[src/core/pios_pkg.sv]
// shared constants for the second interrupt group and output override selection
package pios_pkg;

  // register port geometry
  localparam int ADDR_W = 8;
  localparam int DATA_W = 32;

  // register byte offsets
  localparam logic [7:0] OFF_IRQ2_ENABLE = 8'h00;
  localparam logic [7:0] OFF_IRQ2_DISABLE = 8'h04;
  localparam logic [7:0] OFF_IRQ2_MASK = 8'h08;
  localparam logic [7:0] OFF_IRQ2_STATUS = 8'h0c;
  localparam logic [7:0] OFF_OVERRIDE_VALUE = 8'h10;
  localparam logic [7:0] OFF_OUTPUT_SELECT = 8'h14;
  localparam logic [7:0] OFF_OUTPUT_SELECT_SET = 8'h18;
  localparam logic [7:0] OFF_SYNC_CONFIG = 8'h1c;

  // interrupt word layout
  localparam int MISC_N = 4;
  localparam int CMP_N = 8;
  localparam int CMPM_LSB = 8;
  localparam int CMPU_LSB = 16;

  // packed internal layout: misc[3:0], match[11:4], update[19:12]
  localparam int IRQ_W = MISC_N + 2 * CMP_N;
  localparam int IV_CMPM = MISC_N;
  localparam int IV_CMPU = MISC_N + CMP_N;
  localparam int SYNC_WRITE_READY_BIT = 0;
  localparam int DMA_TRANSFER_END_BIT = 1;
  localparam int BUFE_BIT = 2;
  localparam int SYNC_UPDATE_UNDERRUN_BIT = 3;

  // sticky flags: every interrupt bit except the buffer empty level
  localparam int ST_W = IRQ_W - 1;

  // channel override layout
  localparam int CH_N = 4;
  localparam int HIGH_LSB = 0;
  localparam int LOW_LSB = 16;

  // sync update mode field and codes
  localparam int MODE_W = 2;
  localparam int MODE_LSB = 0;
  localparam logic [1:0] MODE_MANUAL = 2'h0;
  localparam logic [1:0] MODE_AUTO = 2'h1;
  localparam logic [1:0] MODE_AUTO_DMA = 2'h2;

  // reset values
  localparam logic [IRQ_W-1:0] MASK_RESET = 20'h00000;
  localparam logic [CH_N-1:0] CH_RESET = 4'h0;
  localparam logic [DATA_W-1:0] ZERO_WORD = 32'h00000000;

  // bus word to internal interrupt vector
  function automatic logic [IRQ_W-1:0] unpack_irq(input logic [DATA_W-1:0] w);
    unpack_irq = {w[CMPU_LSB +: CMP_N], w[CMPM_LSB +: CMP_N], w[MISC_N-1:0]};
  endfunction

  // internal interrupt vector to bus word, unused bits zero
  function automatic logic [DATA_W-1:0] pack_irq(input logic [IRQ_W-1:0] v);
    pack_irq = ZERO_WORD;
    pack_irq[MISC_N-1:0] = v[MISC_N-1:0];
    pack_irq[CMPM_LSB +: CMP_N] = v[IV_CMPM +: CMP_N];
    pack_irq[CMPU_LSB +: CMP_N] = v[IV_CMPU +: CMP_N];
  endfunction

  // high and low channel fields to bus word
  function automatic logic [DATA_W-1:0] pack_ch(input logic [CH_N-1:0] hi,
                                                input logic [CH_N-1:0] lo);
    pack_ch = ZERO_WORD;
    pack_ch[HIGH_LSB +: CH_N] = hi;
    pack_ch[LOW_LSB +: CH_N] = lo;
  endfunction

endpackage

[src/core/pios_output_select.sv]
`timescale 1ns/1ns
`default_nettype none
module pios_output_select (
  // clock and reset
  input wire logic core_clk,
  input wire logic resetn,
  // register writes
  input wire logic value_write,
  input wire logic select_write,
  input wire logic select_set_write,
  input wire logic [pios_pkg::DATA_W-1:0] wdata,
  // dead-time generator outputs
  input wire logic [pios_pkg::CH_N-1:0] deadtime_high_out,
  input wire logic [pios_pkg::CH_N-1:0] deadtime_low_out,
  // register contents
  output logic [pios_pkg::CH_N-1:0] high_override_value,
  output logic [pios_pkg::CH_N-1:0] low_override_value,
  output logic [pios_pkg::CH_N-1:0] high_output_select,
  output logic [pios_pkg::CH_N-1:0] low_output_select,
  // channel outputs
  output logic [pios_pkg::CH_N-1:0] channel_high_output,
  output logic [pios_pkg::CH_N-1:0] channel_low_output
);

  logic [pios_pkg::CH_N-1:0] w_high;
  logic [pios_pkg::CH_N-1:0] w_low;
  logic [pios_pkg::CH_N-1:0] hsel_d;
  logic [pios_pkg::CH_N-1:0] lsel_d;
  logic [pios_pkg::CH_N-1:0] hout_d;
  logic [pios_pkg::CH_N-1:0] lout_d;

  // field extraction from the written word
  assign w_high = wdata[pios_pkg::HIGH_LSB +: pios_pkg::CH_N];
  assign w_low = wdata[pios_pkg::LOW_LSB +: pios_pkg::CH_N];

  // direct write replaces, set write only ever adds override choices
  assign hsel_d = select_write ? w_high :
                  select_set_write ? (high_output_select | w_high) : high_output_select;
  assign lsel_d = select_write ? w_low :
                  select_set_write ? (low_output_select | w_low) : low_output_select;

  // per-bit choice between dead-time output and override value
  assign hout_d = (high_output_select & high_override_value) |
                  (~high_output_select & deadtime_high_out);
  assign lout_d = (low_output_select & low_override_value) |
                  (~low_output_select & deadtime_low_out);

  // outputs are registered so pins never glitch while a select changes
  always_ff @(posedge core_clk or negedge resetn) begin
    if (!resetn) begin
      high_override_value <= pios_pkg::CH_RESET;
      low_override_value <= pios_pkg::CH_RESET;
      high_output_select <= pios_pkg::CH_RESET;
      low_output_select <= pios_pkg::CH_RESET;
      channel_high_output <= pios_pkg::CH_RESET;
      channel_low_output <= pios_pkg::CH_RESET;
    end else begin
      if (value_write) begin
        high_override_value <= w_high;
        low_override_value <= w_low;
      end
      high_output_select <= hsel_d;
      low_output_select <= lsel_d;
      channel_high_output <= hout_d;
      channel_low_output <= lout_d;
    end
  end

  select_mux_a: assert property (@(posedge core_clk) disable iff (!resetn)
    channel_high_output == $past(hout_d) && channel_low_output == $past(lout_d))
    else $error("channel output does not follow selection");

  select_set_a: assert property (@(posedge core_clk) disable iff (!resetn)
    select_set_write |=> (high_output_select == ($past(high_output_select) | $past(w_high)))
    && (low_output_select == ($past(low_output_select) | $past(w_low))))
    else $error("selection set write gave wrong select bits");

endmodule
`default_nettype wire

[src/core/pios_sticky_flags.sv]
`timescale 1ns/1ns
`default_nettype none
module pios_sticky_flags (
  // clock and reset
  input wire logic core_clk,
  input wire logic resetn,
  // per-flag set and clear
  input wire logic [pios_pkg::ST_W-1:0] set_vec,
  input wire logic [pios_pkg::ST_W-1:0] clr_vec,
  // held flags
  output logic [pios_pkg::ST_W-1:0] flags_q
);

  logic [pios_pkg::ST_W-1:0] flags_d;

  // set wins over a clear in the same cycle so no event is lost
  assign flags_d = set_vec | (flags_q & ~clr_vec);

  always_ff @(posedge core_clk or negedge resetn) begin
    if (!resetn) begin
      flags_q <= '0;
    end else begin
      flags_q <= flags_d;
    end
  end

  sticky_set_a: assert property (@(posedge core_clk) disable iff (!resetn)
    (set_vec != '0) |=> ((flags_q & $past(set_vec)) == $past(set_vec)))
    else $error("event flag not held after its event");

  sticky_hold_a: assert property (@(posedge core_clk) disable iff (!resetn)
    (clr_vec == '0) |=> ((flags_q & $past(flags_q)) == $past(flags_q)))
    else $error("flag dropped without a clear");

endmodule
`default_nettype wire

[src/core/pios_top.sv]
// Summary of operation
// write-only enable register, fixed bit layout
// write-only disable register, same layout
// read-only mask shows enabled sources
// write ready flag means sync values writable
// transfer end once counter hit zero
// buffer empty when both counters zero
// underrun flag sticky until status read
// eight sticky compare match flags, bits 8-15
// eight sticky compare update flags, bits 16-23
// status read clears sticky flags; transfer end is cleared by dma_program instead
// readable writable override values per channel
// high select picks dead-time or override
// low select picks dead-time or override
// set register ones set high selects
// set register ones set low selects
// write ready set on period, never manual
// enable ones set, disable ones clear mask
// interrupt when flag and mask both set
//
// Decided for this implementation: strobed register access and the address map.
`timescale 1ns/1ns
`default_nettype none
module pios_top (
  // clock and reset
  input wire logic core_clk,
  input wire logic resetn,
  // register port
  input wire logic [pios_pkg::ADDR_W-1:0] reg_addr,
  input wire logic [pios_pkg::DATA_W-1:0] reg_wdata,
  input wire logic reg_write,
  input wire logic reg_read,
  output logic [pios_pkg::DATA_W-1:0] reg_rdata,
  // sync channel events, same clock
  input wire logic sync_period_elapsed,
  input wire logic sync_underrun_event,
  // comparison events, same clock
  input wire logic [pios_pkg::CMP_N-1:0] compare_match_event,
  input wire logic [pios_pkg::CMP_N-1:0] compare_update_event,
  // peripheral dma state, same clock
  input wire logic dma_program,
  input wire logic [15:0] transmit_counter,
  input wire logic [15:0] next_transmit_counter,
  // dead-time generator outputs
  input wire logic [pios_pkg::CH_N-1:0] deadtime_high_out,
  input wire logic [pios_pkg::CH_N-1:0] deadtime_low_out,
  // channel outputs
  output logic [pios_pkg::CH_N-1:0] channel_high_output,
  output logic [pios_pkg::CH_N-1:0] channel_low_output,
  // configuration and interrupt
  output logic [pios_pkg::MODE_W-1:0] sync_update_mode,
  output logic irq_request
);

  // address decode
  logic hit_enable;
  logic hit_disable;
  logic hit_mask;
  logic hit_status;
  logic hit_value;
  logic hit_select;
  logic hit_select_set;
  logic hit_config;
  logic wr_enable;
  logic wr_disable;
  logic wr_value;
  logic wr_select;
  logic wr_select_set;
  logic wr_config;
  logic rd_status;

  assign hit_enable = reg_addr == pios_pkg::OFF_IRQ2_ENABLE;
  assign hit_disable = reg_addr == pios_pkg::OFF_IRQ2_DISABLE;
  assign hit_mask = reg_addr == pios_pkg::OFF_IRQ2_MASK;
  assign hit_status = reg_addr == pios_pkg::OFF_IRQ2_STATUS;
  assign hit_value = reg_addr == pios_pkg::OFF_OVERRIDE_VALUE;
  assign hit_select = reg_addr == pios_pkg::OFF_OUTPUT_SELECT;
  assign hit_select_set = reg_addr == pios_pkg::OFF_OUTPUT_SELECT_SET;
  assign hit_config = reg_addr == pios_pkg::OFF_SYNC_CONFIG;

  // qualified strobes
  assign wr_enable = reg_write & hit_enable;
  assign wr_disable = reg_write & hit_disable;
  assign wr_value = reg_write & hit_value;
  assign wr_select = reg_write & hit_select;
  assign wr_select_set = reg_write & hit_select_set;
  assign wr_config = reg_write & hit_config;
  assign rd_status = reg_read & hit_status;

  // interrupt mask
  logic [pios_pkg::IRQ_W-1:0] mask_q;
  logic [pios_pkg::IRQ_W-1:0] mask_d;
  logic [pios_pkg::IRQ_W-1:0] en_bits;
  logic [pios_pkg::IRQ_W-1:0] dis_bits;

  // only written ones act; enable and disable never share a cycle
  assign en_bits = wr_enable ? pios_pkg::unpack_irq(reg_wdata) : '0;
  assign dis_bits = wr_disable ? pios_pkg::unpack_irq(reg_wdata) : '0;
  assign mask_d = (mask_q | en_bits) & ~dis_bits;

  // sync update mode, steers the write ready flag
  logic [pios_pkg::MODE_W-1:0] mode_q;
  logic [pios_pkg::MODE_W-1:0] mode_d;
  logic auto_mode;

  assign mode_d = wr_config ? reg_wdata[pios_pkg::MODE_LSB +: pios_pkg::MODE_W] : mode_q;
  // the reserved code behaves like manual, so no flag is ever raised by it
  assign auto_mode = (mode_q == pios_pkg::MODE_AUTO) || (mode_q == pios_pkg::MODE_AUTO_DMA);
  assign sync_update_mode = mode_q;

  // event sources
  logic sync_write_ready_set;
  logic dma_transfer_end_set;
  logic bufe_now;

  assign sync_write_ready_set = auto_mode & sync_period_elapsed;
  // counter at zero marks the end of the programmed transfer
  assign dma_transfer_end_set = transmit_counter == 16'h0000;
  // level, not sticky: follows the two counters directly
  assign bufe_now = (transmit_counter == 16'h0000) &&
                    (next_transmit_counter == 16'h0000);

  // sticky flag set and clear vectors, order {update, match, sync_update_underrun, dma_transfer_end, sync_write_ready}
  logic [pios_pkg::ST_W-1:0] st_set;
  logic [pios_pkg::ST_W-1:0] st_clr;
  logic [pios_pkg::ST_W-1:0] st_flags;

  assign st_set = {compare_update_event, compare_match_event,
                   sync_underrun_event, dma_transfer_end_set, sync_write_ready_set};
  // status read clears all but transfer end, which only reprogramming clears
  assign st_clr = {{(2 * pios_pkg::CMP_N){rd_status}}, rd_status,
                   dma_program, rd_status};

  pios_sticky_flags u_flags (
    .core_clk(core_clk),
    .resetn(resetn),
    .set_vec(st_set),
    .clr_vec(st_clr),
    .flags_q(st_flags)
  );

  // full interrupt status in internal layout
  logic [pios_pkg::IRQ_W-1:0] status_vec;

  assign status_vec = {st_flags[pios_pkg::ST_W-1:pios_pkg::BUFE_BIT], bufe_now,
                       st_flags[pios_pkg::BUFE_BIT-1:0]};

  // output override and selection
  logic [pios_pkg::CH_N-1:0] hov;
  logic [pios_pkg::CH_N-1:0] lov;
  logic [pios_pkg::CH_N-1:0] hsel;
  logic [pios_pkg::CH_N-1:0] lsel;

  pios_output_select u_outsel (
    .core_clk(core_clk),
    .resetn(resetn),
    .value_write(wr_value),
    .select_write(wr_select),
    .select_set_write(wr_select_set),
    .wdata(reg_wdata),
    .deadtime_high_out(deadtime_high_out),
    .deadtime_low_out(deadtime_low_out),
    .high_override_value(hov),
    .low_override_value(lov),
    .high_output_select(hsel),
    .low_output_select(lsel),
    .channel_high_output(channel_high_output),
    .channel_low_output(channel_low_output)
  );

  // read mux; write-only and unmapped offsets read as zero
  logic [pios_pkg::DATA_W-1:0] rd_word;
  logic [pios_pkg::DATA_W-1:0] rdata_d;

  assign rd_word = hit_mask ? pios_pkg::pack_irq(mask_q) :
                   hit_status ? pios_pkg::pack_irq(status_vec) :
                   hit_value ? pios_pkg::pack_ch(hov, lov) :
                   hit_select ? pios_pkg::pack_ch(hsel, lsel) :
                   hit_config ? {{(pios_pkg::DATA_W - pios_pkg::MODE_W){1'b0}}, mode_q} :
                   pios_pkg::ZERO_WORD;
  // data stands for one cycle only, zero otherwise
  assign rdata_d = reg_read ? rd_word : pios_pkg::ZERO_WORD;

  // interrupt request, registered to keep the line glitch free
  logic irq_d;

  assign irq_d = |(status_vec & mask_q);

  // state registers
  always_ff @(posedge core_clk or negedge resetn) begin
    if (!resetn) begin
      mask_q <= pios_pkg::MASK_RESET;
      mode_q <= pios_pkg::MODE_MANUAL;
      reg_rdata <= pios_pkg::ZERO_WORD;
      irq_request <= 1'b0;
    end else begin
      mask_q <= mask_d;
      mode_q <= mode_d;
      reg_rdata <= rdata_d;
      irq_request <= irq_d;
    end
  end

  // checks on mask handling
  mask_set_a: assert property (@(posedge core_clk) disable iff (!resetn)
    wr_enable |=> ((mask_q & $past(en_bits)) == $past(en_bits)))
    else $error("enable write did not set mask bits");

  mask_clear_a: assert property (@(posedge core_clk) disable iff (!resetn)
    wr_disable |=> ((mask_q & $past(dis_bits)) == '0))
    else $error("disable write did not clear mask bits");

  mask_keep_a: assert property (@(posedge core_clk) disable iff (!resetn)
    !(wr_enable || wr_disable) |=> $stable(mask_q))
    else $error("mask changed without an enable or disable write");

  mask_read_a: assert property (@(posedge core_clk) disable iff (!resetn)
    (reg_read && hit_mask) |=> (reg_rdata == pios_pkg::pack_irq($past(mask_q))))
    else $error("mask read returned wrong value");

  // checks on status flags
  sync_write_ready_manual_a: assert property (@(posedge core_clk) disable iff (!resetn)
    !auto_mode |=> (status_vec[pios_pkg::SYNC_WRITE_READY_BIT] <= $past(status_vec[pios_pkg::SYNC_WRITE_READY_BIT])))
    else $error("write ready rose outside an automatic mode");

  sync_write_ready_period_a: assert property (@(posedge core_clk) disable iff (!resetn)
    (auto_mode && sync_period_elapsed) |=> status_vec[pios_pkg::SYNC_WRITE_READY_BIT])
    else $error("write ready not set after update period");

  dma_transfer_end_zero_a: assert property (@(posedge core_clk) disable iff (!resetn)
    (transmit_counter == 16'h0000) |=> status_vec[pios_pkg::DMA_TRANSFER_END_BIT])
    else $error("transfer end not set at zero count");

  dma_transfer_end_prog_a: assert property (@(posedge core_clk) disable iff (!resetn)
    (dma_program && transmit_counter != 16'h0000) |=> !status_vec[pios_pkg::DMA_TRANSFER_END_BIT])
    else $error("transfer end not cleared by reprogramming");

  bufe_level_a: assert property (@(posedge core_clk) disable iff (!resetn)
    status_vec[pios_pkg::BUFE_BIT] ==
      ((transmit_counter == 16'h0000) && (next_transmit_counter == 16'h0000)))
    else $error("buffer empty does not match counters");

  read_clear_a: assert property (@(posedge core_clk) disable iff (!resetn)
    (rd_status && !sync_underrun_event && compare_match_event == '0 &&
     compare_update_event == '0 && !sync_write_ready_set) |=>
    (status_vec[pios_pkg::SYNC_UPDATE_UNDERRUN_BIT] == 1'b0 && status_vec[pios_pkg::SYNC_WRITE_READY_BIT] == 1'b0 &&
     status_vec[pios_pkg::IRQ_W-1:pios_pkg::IV_CMPM] == '0))
    else $error("status read left flags set");

  status_read_a: assert property (@(posedge core_clk) disable iff (!resetn)
    rd_status |=> (reg_rdata == pios_pkg::pack_irq($past(status_vec))))
    else $error("status read returned wrong value");

  irq_level_a: assert property (@(posedge core_clk) disable iff (!resetn)
    irq_request == |($past(status_vec) & $past(mask_q)))
    else $error("interrupt request does not match flags and mask");

  override_rd_a: assert property (@(posedge core_clk) disable iff (!resetn)
    wr_value |=>
    (pios_pkg::pack_ch(hov, lov) == ($past(reg_wdata) & pios_pkg::pack_ch('1, '1))))
    else $error("override value read back differs from written");

endmodule
`default_nettype wire

[config.mk]
export PLATFORM = sky130hd
export DESIGN_NAME = pios_top
export DESIGN_NICKNAME = d
export VERILOG_FILES = /design/src/core/pios_pkg.sv /design/src/core/pios_output_select.sv /design/src/core/pios_sticky_flags.sv /design/src/core/pios_top.sv
export SDC_FILE = /design/constraint.sdc
export NUM_CORES = 1
export LEC_CHECK = 0
export BUFFER_PORTS_ARGS = -buffer_cell sky130_fd_sc_hd__buf_2
export CAP_MARGIN = 20
export CORE_MARGIN = 4
export CORE_UTILIZATION = 45
export DETAILED_ROUTE_END_ITERATION = 10
export GPL_TIMING_DRIVEN = 0
export PLACE_DENSITY = 0.87
export SETUP_SLACK_MARGIN = 0.15
export SYNTH_ARGS = -nofsm -noshare
export SYNTH_HDL_FRONTEND = slang
export SYNTH_SLANG_ARGS = --single-unit
export TNS_END_PERCENT = 20
[constraint.sdc]
create_clock -name core_clk -period 1.7 [get_ports core_clk]
set_clock_uncertainty 0.2 [all_clocks]
set_input_delay 0.34 -clock core_clk [delete_from_list [all_inputs] [get_ports core_clk]]
set_output_delay 0.34 -clock core_clk [all_outputs]
set_load 0.05 [all_outputs]
-- Yosys cells after proc, flatten, opt, wreduce, memory -nomap -nowiden
Cells that the tools add are included.
- bitwise gates (word level): 25
- eq/ne operators: 9
- reductions and logical operators: 7
- mux-type cells: 12
- operators with widths (operator ; number):
    $mux W20 ; 4
    $mux W24 ; 3
    $and A20 B20 Y20 ; 2
    $eq A8 B5 Y1 const B ; 4
    $logic_not A16 Y1 ; 2
    $not A20 Y20 ; 1
    $or A20 B20 Y20 ; 1
    $reduce_or A20 Y1 ; 1
    $and A19 B19 Y19 ; 1
    $not A19 Y19 ; 1
    $or A19 B19 Y19 ; 1
    $and A4 B4 Y4 ; 4
    $eq A8 B4 Y1 const B ; 2
    $mux W4 ; 4
    $or A4 B4 Y4 ; 4
    $and A1 B1 Y1 ; 8
    $eq A8 B3 Y1 const B ; 1
    $logic_not A8 Y1 ; 1
    $not A4 Y4 ; 2
    $eq A2 B1 Y1 const B ; 1
    $eq A2 B2 Y1 const B ; 1
    $mux W2 ; 1
    $reduce_bool A2 Y1 ; 1
    $logic_and A1 B1 Y1 ; 1
    $logic_or A1 B1 Y1 ; 1
- bits of input ports: 103
- bits in registers: 90
- logic and storage cells: 64

-- Longest topological paths before layout
- depth in word-level cells: 7
- mapped depth: 7
- gate-level depth less buffers: 4

-- Modules after synthesis
From an unflattened synthesis, not the netlist that was laid out.
- cell total of the unflattened synthesis: 327
- area, all modules: 3928.8 um^2
- modules (own cells, without submodules) (module ; cells an instance ; area each (um^2) ; times used ; sequential area each (um^2)):
    pios_top ; 218 ; 2362.3 ; 1 ; 1076.0
    pios_output_select ; 52 ; 877.1 ; 1 ; 600.6
    pios_sticky_flags ; 57 ; 689.4 ; 1 ; 475.5

-- Worst setup path before layout
Ideal clock, no wire load.
- kind: input to register
- from: input reg_addr[3] in the netlist's numbering
- to: register u_outsel.high_override_value[0] in the netlist's numbering
- arrival: 1.791 ns
- slack: -0.416 ns
- library setup time: 0.125 ns
- path buffers: 2
- data required time: 1.375 ns
- cell stages on the path: 5
- cells stage by stage: buf_2 -> or4b_1 -> buf_2 -> nor3_4 -> mux2_2
- cells in the longest elaborated chain, start to end: 2
- RTL lines (item ; RTL line ; text):
    from (decl) ; pios_top.sv:29 ; input wire logic [pios_pkg::ADDR_W-1:0] reg_addr,
    $eq A8 B5 Y1 ; pios_top.sv:76 ; assign hit_value = reg_addr == pios_pkg::OFF_OVERRIDE_VALUE;
    $and A1 B1 Y1 ; pios_top.sv:84 ; assign wr_value = reg_write & hit_value;
    to (signal assigned) ; pios_output_select.sv:51 ; high_override_value <= pios_pkg::CH_RESET;
    to (signal assigned) ; pios_output_select.sv:59 ; high_override_value <= w_high;
    to (decl) ; pios_output_select.sv:16 ; output logic [pios_pkg::CH_N-1:0] high_override_value,
No other way between the ends.
A chain may end at the register's enable or synchronous reset.

-- Final worst setup path
- from: input reg_addr[0] in the netlist's numbering
- to: register mask_q[16] in the netlist's numbering
- cells in the longest elaborated chain, start to end: 5
- elaborated cells on any way between the ends: 9
- those cells by class: 1 x eq/ne; 2 x mux; 5 x bitwise; 1 x reduce/logical
- RTL lines (item ; RTL line ; text):
    $logic_not A8 Y1 or $eq A8 B3 Y1 (tied branches) ; pios_top.sv:72, pios_top.sv:73 ;
    $and A1 B1 Y1 (on tied branches) ; pios_top.sv:82, pios_top.sv:83 ;
    $mux W20 (on tied branches) ; pios_top.sv:97, pios_top.sv:98 ;
    $or A20 B20 Y20 or $not A20 Y20 (tied branches) ; pios_top.sv:99 ; assign mask_d = (mask_q | en_bits) & ~dis_bits;
    $and A20 B20 Y20 (*) ; pios_top.sv:99 ;
    named net mask_d, one bit ; pios_top.sv:92 ; logic [pios_pkg::IRQ_W-1:0] mask_d;
    to (signal assigned) ; pios_top.sv:192 ; mask_q <= pios_pkg::MASK_RESET;
    to (signal assigned) ; pios_top.sv:197 ; mask_q <= mask_d;
    to (decl) ; pios_top.sv:91 ; logic [pios_pkg::IRQ_W-1:0] mask_q;
Mark *: on every way through the listed nets, which the timed path passes. The rest lies on a longest branch.

==> qor.txt <==
Maxcap violations - 0
Pre-CTS worst setup slack - -0.796 ns
Layout cell share with drive strength beyond 1 - 0.422
Total Wirelength - 11500 um
Total track usage - 0.232
Detail Route Antenna Nets - 0
Post-synth ARST share - 1.00
Top_reg_cell synth - dfrtp_1
Synth cell types - 37
CTS Buffer Depth - 2
Final core utilization - 0.696
Peak supply drop - 0.574 mV
Failing checks - setup timing
H-tree depth - 3
Total Neg Setup Slack - -0.135 ns
Critical Path Sink Type - flop
Routed vias - 3409
Worst Slack Setup Final - -0.0751 ns
Iter 0 DRT Violations - 369
Synth-to-Final Area Change - 48.3%
P_leak - 2.66 nW
Mean post-synth cell area - 12.4 sq um
Endpoints failing hold - 0
DRC violation count after routing - 0
CP required - 1.76 ns
Synthesized area - 3660 sq um
Crit path time final - 1.78 ns
Clock root buffer - clkbuf_8
Grt total ovfl - 0
CP Class - in -> reg
Die Ht - 98.2 um
Core area - 7810 sq um
Cells after Synth - 296
IO Pins - 146
Die ar. - 9650 sq um
Multi-input logic area - 1470 sq um
Register Area - 2150 sq um
Initial Util - 0.469
Setup violators final - 11
CP peak stage delay - 0.52 ns
CTS tree - yes
Port Buf Inserts - 118
DR WL/cell - 19.4 um
Row cnt - 32
Count of state elements after synthesis - 86
Final worst-path cycle share - 1.04
Critical path fanouts, max - 10
Diode count - 0
Vias in the first global route - 3521
Initial antenna violation count - 0
Crit-path cells - buf_6, or4b_4, buf_6, nor2_2, buf_6, a31oi_1, a31oi_1
HPWL after detailed placement - 7290 um
Fmax achieved - 563 MHz
Crit path top cell by count - buf_6
CTS Sinks - 86
Final Wtd Congestion - 0.825
Fillers - 537
CP max stage cell - or4b_4
PwrDens - 860 nW/um^2
Clock slew at the register clock pins of the worst setup and hold paths - 0.10 ns
Clock latency on the worst-skew pair - 0.37 ns
Sequential area share after synthesis - 0.587
Outcome - complete, but fails checks
Avg Vias per Cell - 5.75
Ys Warns - 0
CP Launch Type - input port
Largest net degree at the start of global routing - 63
Max Slew Vio Count - 0
Arr. time, crit path - 1.83 ns
Power Total - 4.68 mW
RSZ-0062 raised after global routing - yes
Count of nets after finishing - 589
CTS buffer count - 9
Worst Hold Class - in -> reg
First-pass DRT Iterations - 5
First-pass GRT wire length - 17600 um
Die Wd - 98.2 um
Number of synthesized flops with an enable pin - 0
## stage by stage
step	instance area [sq um]	hold slack, ns	instances
2_1_floorplan	3730	-0.156	307
3_3_place_gp	4440	0.282	527
3_5_place_dp	4470	0.0702	528
4_1_cts	5340	0.000924	589
5_1_grt	5440	0.00705	593
6_report	5440	0.00875	593
## flip-flops by register name (all words and copies together), names as in the netlist
signal	count
u_outsel.low_override_value	4
u_flags.flags_q	19
u_outsel.high_output_select	4
u_outsel.low_output_select	4
irq_request	1
mask_q	20
u_outsel.channel_low_output	4
u_outsel.high_override_value	4
reg_rdata	20
sync_update_mode	2
u_outsel.channel_high_output	4
## path summary, 6_finish.rpt
kind / startpoint / to / slack (ns) / cells past startpoint
worst max-delay path: reg_addr[0] / mask_q[16]$_DFF_PN0_ / -0.08 / 7
worst min-delay path: deadtime_high_out[1] / u_outsel.channel_high_output[1]$_DFF_PN0_ / 0.009 / 2
worst max register to register: mask_q[16]$_DFF_PN0_ / irq_request$_DFF_PN0_ / 0.05 / 3
worst min register to register: u_flags.flags_q[9]$_DFF_PN0_ / u_flags.flags_q[9]$_DFF_PN0_ / 0.32 / 1
max in group asynchronous: resetn / reg_rdata[12]$_DFF_PN0_ / 0.47 / 3
min in group asynchronous: resetn / u_outsel.channel_high_output[3]$_DFF_PN0_ / 0.22 / 2
## per-layer routing
layer,global-route usage,routed length (um),part of all wire
met3,0.0636,1310,0.11
met1,0.295,4230,0.37
met4,0.0893,463,0.040
met2,0.382,5540,0.48
met5,0,0,0
## synthesized netlist by cell type (2+ instances only)
cell type	instances	area [sq um]
nor2_1	15	56.3
a21o_1	17	128
mux2_2	20	225
clkbuf_1	6	22.5
a22oi_1	8	60.1
inv_1	3	11.3
a22o_1	23	201
mux2i_1	6	60.1
o211a_1	6	60.1
a31oi_1	24	150
nor4_1	9	56.3
nand2_1	2	7.51
dfrtp_1	86	2150
buf_4	13	97.6
xor2_1	2	17.5
buf_2	6	30.0
buf_1	2	7.51
nand4_1	7	43.8
a21oi_1	17	85.1
o22ai_1	7	43.8
## layout make-up
cell class | instances | share of cell area
sequential | 86 | 0.396
clock inverter | 5 | 0.0196
buffer | 27 | 0.0410
clock buffer | 11 | 0.0260
timing repair buffer | 168 | 0.220
tap | 102 | 0.0235
multi-input combinational | 190 | 0.270
inverter | 4 | 0.00345
## power by group
| group | leakage (nW) | internal (mW) | total (mW) | switching (mW) |
|---|---|---|---|---|
| logic | 1.46 | 0.312 | 0.717 | 0.406 |
| clock network | 0.120 | 1.02 | 1.76 | 0.742 |
| registers | 1.08 | 2.13 | 2.20 | 0.0655 |
## critical path: cells and delay by family
kind / cells / cell delay (ns)
AOI/OAI and AO/OA: 2 / 0.38
buffers and inverters: 3 / 0.42
and+or+nand+nor: 2 / 0.68
## cells in the final DEF (no fill, tap or decap), drive strengths merged
cell type,n
buf,153
conb,12
o221a,1
nor4,9
a211o,1
and2,1
mux2,20
a221oi,1
a22o,23
nand3,1
nor3b,1
o21ai,1
o22ai,7
clkbuf,16
nand3b,1
or4b,1
a21o,17
o211a,6
a22oi,8
nand2,3
inv,3
clkinvlp,2
clkinv,1
nor4b,1
a21oi,17
xor2,2
a222oi,1
nand4,7
dfrtp,86
nor2,16
or2,1
nor3,1
dlygate4sd3,37
bufinv,3
a31oi,24
mux2i,6
## repair_timing
item,4_1_cts,5_1_grt
hold buffers,36,1
gates cloned,1,0
endpoints found under the setup margin,78,80
pin swaps,26,32
endpoints found under the hold margin,59,1
setup buffers,8,3
resized for setup,35,25
## cell families after synthesis
logic type / synth area share
multiplexers: 0.0778
buffers and inverters: 0.0471
XOR/XNOR: 0.00478
other: 0.00102
flip-flops: 0.587
AO/OA/AOI/OAI: 0.211
AND/OR/NAND/NOR: 0.0714
Power figures use the tool's default switching activity.
